File: src/verilog/rsc_pkg.sv
// Package with register map, field layout and reset values of the receiver-strength and sensor registers.
package rsc_pkg;
    // Register indices; the Wishbone byte address is four times the index.
    localparam logic [5:0] RSC_IDX_STRENGTH = 6'h20;
    localparam logic [5:0] RSC_IDX_GAIN = 6'h2D;
    localparam logic [5:0] RSC_IDX_CAP = 6'h2E;
    localparam logic [5:0] RSC_IDX_CHSEL = 6'h30;
    localparam logic [5:0] RSC_IDX_CMD = 6'h3E;
    // Address slice that carries the index inside a byte address.
    localparam int RSC_ADR_LSB = 2;
    localparam int RSC_ADR_MSB = 7;
    // Field positions inside the strength and gain registers.
    localparam int RSC_AMP_MSB = 7;
    localparam int RSC_AMP_LSB = 4;
    localparam int RSC_PH_MSB = 3;
    localparam int RSC_PH_LSB = 0;
    // Field positions inside the sensor control register.
    localparam int RSC_TRIM_MSB = 7;
    localparam int RSC_TRIM_LSB = 3;
    localparam int RSC_GSEL_MSB = 2;
    localparam int RSC_GSEL_LSB = 0;
    // Channel select bit inside the channel select register.
    localparam int RSC_CHSEL_BIT = 7;
    // Command bits inside the command register.
    localparam int RSC_CMD_DEFAULT_BIT = 0;
    localparam int RSC_CMD_CLEAR_BIT = 1;
    // Values after power-up and after the set-default command.
    localparam logic [7:0] RSC_RESET_BYTE = 8'h00;
    localparam logic [3:0] RSC_RESET_CODE = 4'h0;
    localparam logic [4:0] RSC_RESET_TRIM = 5'h00;
    localparam logic [2:0] RSC_RESET_GSEL = 3'h0;
    // Highest strength code that is ever produced.
    localparam logic [3:0] RSC_CODE_MAX = 4'hD;
    // Sensor gain codes that software may write.
    localparam logic [2:0] RSC_GAIN_2V8 = 3'h0;
    localparam logic [2:0] RSC_GAIN_6V5 = 3'h1;
    localparam logic [2:0] RSC_GAIN_1V1 = 3'h2;
    localparam logic [2:0] RSC_GAIN_0V5 = 3'h4;
    localparam logic [2:0] RSC_GAIN_0V35 = 3'h6;
    // Unused upper bits of the 32-bit read data.
    localparam logic [23:0] RSC_DAT_PAD = 24'h00_0000;
endpackage

File: src/verilog/rsc_peak_hold.sv
// Peak holder for one receive channel strength code.
`timescale 1ns/1ps
`default_nettype none
module rsc_peak_hold #(
    parameter int CODE_W = 4
) (
    // Clock and reset.
    input wire logic clk,
    input wire logic rst,
    // Measurement stream and clear.
    input wire logic meas_valid,
    input wire logic [CODE_W-1:0] meas_code,
    input wire logic clear,
    // Held peak.
    output logic [CODE_W-1:0] peak
);
    import rsc_pkg::*;

    // The top and reset codes are four bits wide, so the width is fixed.
    initial begin
        if (CODE_W != 4) begin
            $error("rsc_peak_hold supports CODE_W of 4 only");
        end
    end

    // All state of the holder.
    typedef struct packed {
        logic [CODE_W-1:0] peak;
    } rsc_peak_state_t;

    rsc_peak_state_t st_q; // Registered state.
    rsc_peak_state_t st_d; // Next state.
    logic [CODE_W-1:0] code_lim; // Measurement limited to the top code.

    // Limits the code, then keeps the larger value; a clear restarts the hold.
    always_comb begin
        st_d = st_q;
        code_lim = (meas_code > RSC_CODE_MAX) ? RSC_CODE_MAX : meas_code;
        if (clear) begin
            // A measurement in the clear cycle is the first of the new message.
            st_d.peak = meas_valid ? code_lim : RSC_RESET_CODE;
        end else if (meas_valid && (code_lim > st_q.peak)) begin
            st_d.peak = code_lim;
        end
    end

    // Registers the state.
    always_ff @(posedge clk or posedge rst) begin
        if (rst) begin
            st_q <= '0;
        end else begin
            st_q <= st_d;
        end
    end

    assign peak = st_q.peak;
endmodule // rsc_peak_hold
`default_nettype wire

File: src/verilog/rsc_top.sv
// Receiver strength, gain state and capacitive sensor registers behind a Wishbone slave.
// Function
// - Amplitude peak code held in bits 7:4.
// - Phase peak code held in bits 3:0.
// - Peaks clear on message start and command.
// - Codes are logarithmic, never above thirteen.
// - Channel select bit picks strength used internally.
// - Gain bits 7:4 show amplitude gain cut.
// - Gain bits 3:0 show phase gain cut.
// - Sensor bits 7:3 hold manual trim.
// - Zero trim selects automatic calibration.
// - Sensor bits 2:0 select gain, legal codes only; any code written is stored.
// - Reset and set-default load all zeros, except automatic calibration, which turns on.
//
// Chosen here: the Wishbone register port.
`timescale 1ns/1ps
`default_nettype none
module rsc_top #(
    parameter int CODE_W = 4
) (
    // Clock and reset.
    input wire logic CLK_SYS,
    input wire logic RST,
    // Wishbone classic slave.
    input wire logic CYC_I,
    input wire logic STB_I,
    input wire logic WE_I,
    input wire logic [7:0] ADR_I,
    input wire logic [3:0] SEL_I,
    input wire logic [31:0] DAT_I,
    output logic [31:0] DAT_O,
    output logic ACK_O,
    // Measurement side.
    input wire logic LEVEL_VALID,
    input wire logic [3:0] AMP_LEVEL_CODE,
    input wire logic [3:0] PHASE_LEVEL_CODE,
    input wire logic RX_MSG_START,
    input wire logic [3:0] AMP_GAIN_CUT_IN,
    input wire logic [3:0] PHASE_GAIN_CUT_IN,
    // Outputs to the receiver and sensor logic.
    output logic [3:0] STRENGTH_SELECTED,
    output logic CHANNEL_SELECT,
    output logic [4:0] SENSOR_MANUAL_TRIM,
    output logic [2:0] SENSOR_GAIN_SELECT,
    output logic SENSOR_AUTO_CAL
);
    import rsc_pkg::*;

    // Field widths follow the register layout, so only four bits are served.
    initial begin
        if (CODE_W != 4) begin
            $error("rsc_top supports CODE_W of 4 only");
        end
    end

    // All state of the register bank.
    typedef struct packed {
        logic ack;
        logic [7:0] rdat;
        logic [3:0] amp_gain;
        logic [3:0] ph_gain;
        logic [4:0] trim;
        logic [2:0] gsel;
        logic chsel;
        logic [3:0] sel_strength;
        logic auto_cal;
    } rsc_state_t;

    rsc_state_t st_q; // Registered state.
    rsc_state_t st_d; // Next state.

    logic [3:0] amp_channel_peak_strength; // Held amplitude peak.
    logic [3:0] phase_channel_peak_strength; // Held phase peak.
    logic [5:0] idx; // Register index of the request.
    logic req; // A bus request waits for its answer.
    logic wr_now; // A write takes effect at this edge.
    logic cmd_default; // Set-default command at this edge.
    logic cmd_clear; // Clear-strength command at this edge.
    logic peak_clear; // Clear for both peak holders.
    logic [3:0] sel_src; // Strength chosen by the channel select bit.

    // Decodes the request; writes act on the edge at which the master sees ack.
    always_comb begin
        idx = ADR_I[RSC_ADR_MSB:RSC_ADR_LSB];
        req = CYC_I && STB_I;
        wr_now = req && WE_I && st_q.ack && SEL_I[0];
        cmd_default = wr_now && (idx == RSC_IDX_CMD) && DAT_I[RSC_CMD_DEFAULT_BIT];
        cmd_clear = wr_now && (idx == RSC_IDX_CMD) && DAT_I[RSC_CMD_CLEAR_BIT];
        // Set-default also empties the peaks.
        peak_clear = RX_MSG_START || cmd_clear || cmd_default;
        sel_src = st_q.chsel ? phase_channel_peak_strength : amp_channel_peak_strength;
    end

    // Amplitude channel peak holder.
    rsc_peak_hold #(
        .CODE_W(CODE_W)
    ) u_amp_peak (
        .clk(CLK_SYS),
        .rst(RST),
        .meas_valid(LEVEL_VALID),
        .meas_code(AMP_LEVEL_CODE),
        .clear(peak_clear),
        .peak(amp_channel_peak_strength)
    );

    // Phase channel peak holder.
    rsc_peak_hold #(
        .CODE_W(CODE_W)
    ) u_phase_peak (
        .clk(CLK_SYS),
        .rst(RST),
        .meas_valid(LEVEL_VALID),
        .meas_code(PHASE_LEVEL_CODE),
        .clear(peak_clear),
        .peak(phase_channel_peak_strength)
    );

    // Computes the next state of the bus answer and of every register.
    always_comb begin
        st_d = st_q;
        // Ack rises one cycle after the request and falls the cycle after.
        st_d.ack = req && !st_q.ack;
        if (req && !st_q.ack) begin
            // Read data is captured together with the rising ack.
            unique case (idx)
                RSC_IDX_STRENGTH: begin
                    st_d.rdat = {amp_channel_peak_strength, phase_channel_peak_strength};
                end
                RSC_IDX_GAIN: begin
                    st_d.rdat = {st_q.amp_gain, st_q.ph_gain};
                end
                RSC_IDX_CAP: begin
                    st_d.rdat = {st_q.trim, st_q.gsel};
                end
                RSC_IDX_CHSEL: begin
                    st_d.rdat = {st_q.chsel, 7'h00};
                end
                default: begin
                    // Unmapped indices and the command register read as zero.
                    st_d.rdat = RSC_RESET_BYTE;
                end
            endcase
        end
        // The gain display follows the receiver every cycle except a set-default one.
        st_d.amp_gain = AMP_GAIN_CUT_IN;
        st_d.ph_gain = PHASE_GAIN_CUT_IN;
        // Only the sensor and channel select registers take writes.
        if (wr_now && (idx == RSC_IDX_CAP)) begin
            st_d.trim = DAT_I[RSC_TRIM_MSB:RSC_TRIM_LSB];
            // Software keeps to the five legal gain codes.
            st_d.gsel = DAT_I[RSC_GSEL_MSB:RSC_GSEL_LSB];
        end
        if (wr_now && (idx == RSC_IDX_CHSEL)) begin
            st_d.chsel = DAT_I[RSC_CHSEL_BIT];
        end
        // Writes to the strength and gain indices change nothing.
        if (cmd_default) begin
            // Set-default returns the sensor, channel select and gain fields to zero.
            st_d.trim = RSC_RESET_TRIM;
            st_d.gsel = RSC_RESET_GSEL;
            st_d.chsel = 1'b0;
            st_d.amp_gain = RSC_RESET_CODE;
            st_d.ph_gain = RSC_RESET_CODE;
        end
        // The selected strength and the calibration mode are registered outputs.
        st_d.sel_strength = sel_src;
        st_d.auto_cal = (st_d.trim == RSC_RESET_TRIM);
    end

    // Registers the state; reset loads all defaults and automatic calibration.
    always_ff @(posedge CLK_SYS or posedge RST) begin
        if (RST) begin
            st_q <= '0;
            st_q.auto_cal <= 1'b1;
        end else begin
            st_q <= st_d;
        end
    end

    // Outputs come straight from the state flip-flops.
    assign DAT_O = {RSC_DAT_PAD, st_q.rdat};
    assign ACK_O = st_q.ack;
    assign STRENGTH_SELECTED = st_q.sel_strength;
    assign CHANNEL_SELECT = st_q.chsel;
    assign SENSOR_MANUAL_TRIM = st_q.trim;
    assign SENSOR_GAIN_SELECT = st_q.gsel;
    assign SENSOR_AUTO_CAL = st_q.auto_cal;
endmodule // rsc_top
`default_nettype wire
File: config.mk
export PLATFORM = sky130hd
export DESIGN_NAME = rsc_top
export DESIGN_NICKNAME = d
export VERILOG_FILES = /design/src/verilog/rsc_pkg.sv /design/src/verilog/rsc_peak_hold.sv /design/src/verilog/rsc_top.sv
export SDC_FILE = /design/constraint.sdc
export NUM_CORES = 1
export LEC_CHECK = 0
export ABC_AREA = 1
export BUFFER_PORTS_ARGS = -buffer_cell sky130_fd_sc_hd__buf_2
export CAP_MARGIN = 20
export CORE_UTILIZATION = 25
export DETAILED_ROUTE_END_ITERATION = 10
export GPL_TIMING_DRIVEN = 0
export SLEW_MARGIN = 20
export SYNTH_ARGS = -nofsm -noshare
export SYNTH_HDL_FRONTEND = slang
export SYNTH_SLANG_ARGS = --single-unit
File: constraint.sdc
create_clock -name CLK_SYS -period 2.8 [get_ports CLK_SYS]
set_input_delay 0.28 -clock CLK_SYS [delete_from_list [all_inputs] [get_ports CLK_SYS]]
set_output_delay 0.28 -clock CLK_SYS [all_outputs]
set_load 0.005 [all_outputs]
Yosys cells after proc, flatten, opt, wreduce, memory -nomap -nowiden
Cells that the tools add are included.
{"block": "totals", "regBits": 39, "out_inout_bits": 47, "wordCells": 53}
{"block": "op_classes", "magnitude_cmp": 4, "eq_ne": 5, "n_mux": 13, "reduce_logical": 20}
{"operator": "two-way mux 4 bit", "n": 9}
{"operator": "case mux 8 bit (4 select lines)", "n": 1}
{"operator": "equality test 6 bit (second input constant)", "n": 5}
{"operator": "two-way mux 17 bit", "n": 1}
{"operator": "logical AND 1 bit", "n": 12}
{"operator": "> comparator 4 bit", "n": 2}
{"operator": "> comparator 4 bit (second input constant)", "n": 2}
{"operator": "two-way mux 8 bit", "n": 1}
{"operator": "nonzero test 2 bit", "n": 4}
{"operator": "logical NOT 5 bit", "n": 1}
{"operator": "logical OR 1 bit", "n": 2}
{"operator": "logical NOT 1 bit", "n": 1}
{"operator": "two-way mux 1 bit", "n": 1}

Logic depth before layout (Yosys ltp)
{"block": "depth", "ltp_word": 9, "ltp_mapped": 13, "mapped_depth_nobuf": 13}

Hierarchy
From an unflattened synthesis, not the netlist that was laid out.
{"block": "hier_totals", "cells_unflattened": 333, "area_unflattened_um2": 2585.0}
{"module": "rsc_top", "n_inst": 1, "cells_each": 229, "area_each_um2": 1879.3}
{"module": "rsc_peak_hold", "n_inst": 2, "cells_each": 52, "area_each_um2": 352.8}

Least setup slack after synthesis
OpenSTA, ideal clock, no wires.
{"block": "synth_timing", "path_type": "input-to-reg", "startpoint": "input port PHASE_LEVEL_CODE[3]", "endpoint": "register u_phase_peak.st_q, in the netlist u_phase_peak.peak[1]", "setup_time_ns": 0.116, "arrival_ns": 1.271, "required_time_ns": 2.684, "path_slack_ns": 1.412, "stages": 13, "path_buffers": 0, "cell_sequence": "nand3_1 > nand2_1 > inv_1 > ha_1 > inv_1 > nor2_1 > nand3_1 > nand2_1 > inv_1 > nand2_1 > nand2_2 > nand2_1 > nand2_1"}
{"block": "synth_via", "elab_chain_cells": 5, "elab_cells_between_ends": 8}
{"item": "start, declared", "line": "rsc_top.sv:36", "text": "input wire logic [3:0] PHASE_LEVEL_CODE,"}
{"item": "> comparator 4 bit", "line": "rsc_peak_hold.sv:38", "text": "code_lim = (meas_code > RSC_CODE_MAX) ? RSC_CODE_MAX : meas_code;"}
{"item": "two-way mux 4 bit (*)", "line": "rsc_peak_hold.sv:38"}
{"item": "> comparator 4 bit", "line": "rsc_peak_hold.sv:42", "text": "end else if (meas_valid && (code_lim > st_q.peak)) begin"}
{"item": "logical AND 1 bit", "line": "rsc_peak_hold.sv:42"}
{"item": "nonzero test 2 bit (no line)"}
{"item": "end signal, assigned", "line": "rsc_peak_hold.sv:52", "text": "st_q <= st_d;"}
{"item": "end, declared", "line": "rsc_peak_hold.sv:31", "text": "rsc_peak_state_t st_q;"}
Every way passes the cells marked *; elsewhere a longest branch is shown, timed or not. The select of a mux whose other input is x is not followed.
A chain may end at the register's enable or synchronous reset.

Worst setup path in the final report
{"block": "layout_timing", "startpoint": "register u_phase_peak.st_q, in the netlist u_phase_peak.peak[3]", "endpoint": "register u_phase_peak.st_q, in the netlist u_phase_peak.peak[1]"}
{"block": "layout_via", "elab_chain_cells": 3}
{"item": "> comparator 4 bit", "line": "rsc_peak_hold.sv:42"}
{"item": "logical AND 1 bit", "line": "rsc_peak_hold.sv:42"}
{"item": "nonzero test 2 bit (no line)"}
No other way between the ends.

==> flow_summary_export.csv <==
group,metric,value,unit
synth,synth-edff-count,0,
cells_and_area,area_growth,28.09,%
route,drt_iter0_drc,63,
synth,synth_ff_type,"dfrtp_1",
floorplanning,ios,114,
clock_network,clkLatencyLatePin,0.29,ns
placed_design,place_hpwl,4863,microns
clock_network,htree_num_levels,2,
route,vias,2135,
timing,hold_viol,0,
floorplanning,die_h,102.1,microns
route,drt_first_pass_iters,7,
global_route,antenna_found_initial,0,
route,wl_per_cell,10.36,microns
synth,async_reset_ff_frac,1.000,
timing,setup_violations,0,
clock_network,cts_setup_buffers,0,
cells_and_area,instances_no_fill,549,
setup_path,critPathRequiredTime,2.98,ns
clock_network,cts_sinks,39,
synth,synthCells,323,
setup_path,worstSetupEndpointType,"flop",
clock_network,clk_path_buf_depth,2,
route,routed_via_density,3.889,
floorplanning,row_count,36,
cells_and_area,drive_above_1_share,0.3317,
global_route,grtUsageTotal,0.1112,
synth,ys_types,36,
timing,period_share,0.5757,
setup_path,worstPathArrival,1.80,ns
floorplanning,die_x,102.1,microns
global_route,grt_max_degree,23,
synth,ys_ff_latch,39,
cells_and_area,nFillCells,1086,
setup_path,crit_type,"reg2reg",
cells_and_area,multiInputGateArea,1030,sq um
synth,yosysSeqAreaShare,0.3903,
cells_and_area,ff_latch_area,977.2,sq um
floorplanning,die-area,10420,sq um
pwr,ir_drop,0.1640,mV
timing,rsz0062_at_grt,"false",
run_status,status,"finished with violations",
setup_path,critPathLaunchType,"flop",
placed_design,place_ws,1.114,ns
global_route,grt-ovfl-total,0,
pwr,p_leak,1.881,nW
floorplanning,start_util,0.2573,
clock_network,clk_pin_slew,0.07,ns
timing,finalSetupTns,0,ns
timing,fmax,620.4,MHz
clock_network,cts-root-buf,"clkbuf_8",
timing,setup_slack,1.188,ns
global_route,grt_pass1_wl,8707,microns
flow_run,cap_violations,0,
placed_design,placed_cells,540,
hold_path,hold_path_class,"in2reg",
timing,worst_clock_skew,0.007492,ns
route,totalWireLength,5688,microns
placed_design,io_buffer_count,60,
global_route,grt_pass1_vias,1983,
clock_network,cts_hold_buf,1,
route,route.detailed.drc,1,
cells_and_area,diodes,0,
synth,postSynthAreaPerCell,7.751,sq um
placed_design,gp_congestion,0.8132,
synth,netlist_area,2504,sq um
timing,slew_viol_final,0,
cells_and_area,fin_nets,488,
floorplanning,coreArea,9729,sq um
timing,period_needed,1.612,ns
synth,ys.warnings.count,0,
route,final_antenna_net_count,0,
setup_path,cp_max_fo,5,
clock_network,numCtsBuffers,5,
clock_network,cts_resized,0,
pwr,powerDensity,425.0,nW/um^2
run_status,violations,"design-rule violations",
timing,holdWs,0.2055,ns
cells_and_area,post-route-util,0.3296,
clock_network,cts_tree,"yes",
kinds of logic after synthesis:
family / synth area share
AOI/OAI and AO/OA: 0.07796
muxes: 0.004497
other: 0.001498
and+or+nand+nor: 0.2629
adders and majority gates: 0.02998
buffers and inverters: 0.2329
DFF: 0.3903
worst paths after layout:
kind / cells past startpoint / endpoint / start / slack, ns
worst max-delay path: 11 / u_phase_peak.peak[1] / u_phase_peak.peak[3] / 1.19
worst min register to register: 2 / DAT_O[6] / DAT_O[6] / 0.49
min in group asynchronous: 3 / DAT_O[4] / RST / 0.52
worst max register to register: 11 / u_phase_peak.peak[1] / u_phase_peak.peak[3] / 1.19
max in group asynchronous: 4 / STRENGTH_SELECTED[0] / RST / 1.84
worst min-delay path: 3 / st_q[21] / AMP_GAIN_CUT_IN[3] / 0.21
synthesized netlist by cell type, types with 3 or more instances:
| cell | n | area (sq um) |
|---|---|---|
| a21oi_1 | 10 | 50.05 |
| buf_4 | 44 | 330.3 |
| clkbuf_1 | 3 | 11.26 |
| dfrtp_1 | 38 | 950.9 |
| ha_1 | 6 | 75.07 |
| inv_1 | 55 | 206.5 |
| nand2_1 | 82 | 307.8 |
| nand2_2 | 5 | 31.28 |
| nand3_1 | 19 | 95.09 |
| nand4_1 | 4 | 25.02 |
| nor2_1 | 16 | 60.06 |
| o21ai_0 | 6 | 30.03 |
| o221ai_1 | 7 | 61.31 |
worst max-delay path, cell delays in order (launching register included):
cell and delay [ns]:
dfrtp_1 0.42, inv_1 0.06, ha_1 0.29, nand2_1 0.08
nor2_1 0.09, nand3_1 0.08, nand2_1 0.06, inv_1 0.03
nand2_1 0.16, nand2_2 0.10, nand2_1 0.08, nand2_1 0.05
area by class of cell:
cell class                      instances  area share
Buffer                                 49      0.1116
Clock buffer                            5     0.02146
Clock inverter                          3     0.01366
Inverter                               59     0.07023
Multi-Input combinational cell        199      0.3211
Sequential cell                        39      0.3047
Tap cell                              133     0.05189
Timing Repair Buffer                   62      0.1053
stage by stage:
stage | cell area, sq um | power [mW]
floorplan | 2590 | 0.8132
global route | 3207 | 1.447
detailed placement | 3084 | 0.9124
finish | 3207 | 1.363
global placement | 3057 | 0.8977
CTS | 3207 | 1.383
registers in the layout (all words and copies together), names as in the netlist:
signal	count
ACK_O	1
STRENGTH_SELECTED	4
st_q	8
u_phase_peak.peak	4
SENSOR_GAIN_SELECT	3
DAT_O	8
SENSOR_AUTO_CAL	1
CHANNEL_SELECT	1
SENSOR_MANUAL_TRIM	5
u_amp_peak.peak	4
cell usage in the layout, fill, tap and decap left out, types with 2 or more instances in the layout:
| cell | instances |
|---|---|
| o21ai_0 | 6 |
| conb_1 | 24 |
| clkinv_2 | 2 |
| buf_2 | 61 |
| buf_4 | 44 |
| a21oi_1 | 10 |
| clkbuf_1 | 3 |
| clkbuf_8 | 5 |
| o22ai_1 | 2 |
| nor2_8 | 2 |
| nand2_2 | 5 |
| nor2_1 | 16 |
| nand3_1 | 19 |
| ha_1 | 6 |
| nand4_1 | 4 |
| o221ai_1 | 7 |
| inv_1 | 54 |
| dfrtp_1 | 38 |
| inv_2 | 3 |
| nand4_2 | 2 |
| nand2_1 | 82 |
| a21boi_0 | 2 |
layer usage:
metal,share of wire,global-route usage,vias up
met5,0,0,-
met4,0.022,0.05385,0
met3,0.049,0.01915,8
met2,0.49,0.2008,54
met1,0.44,0.1265,953
li1,-,-,1120
where the power goes:
group | switching [mW] | internal [mW] | total, mW
Combinational | 0.142 | 0.125 | 0.266
Clock | 0.199 | 0.265 | 0.464
Sequential | 0.0322 | 0.601 | 0.633
Power figures use the tool's default switching activity.
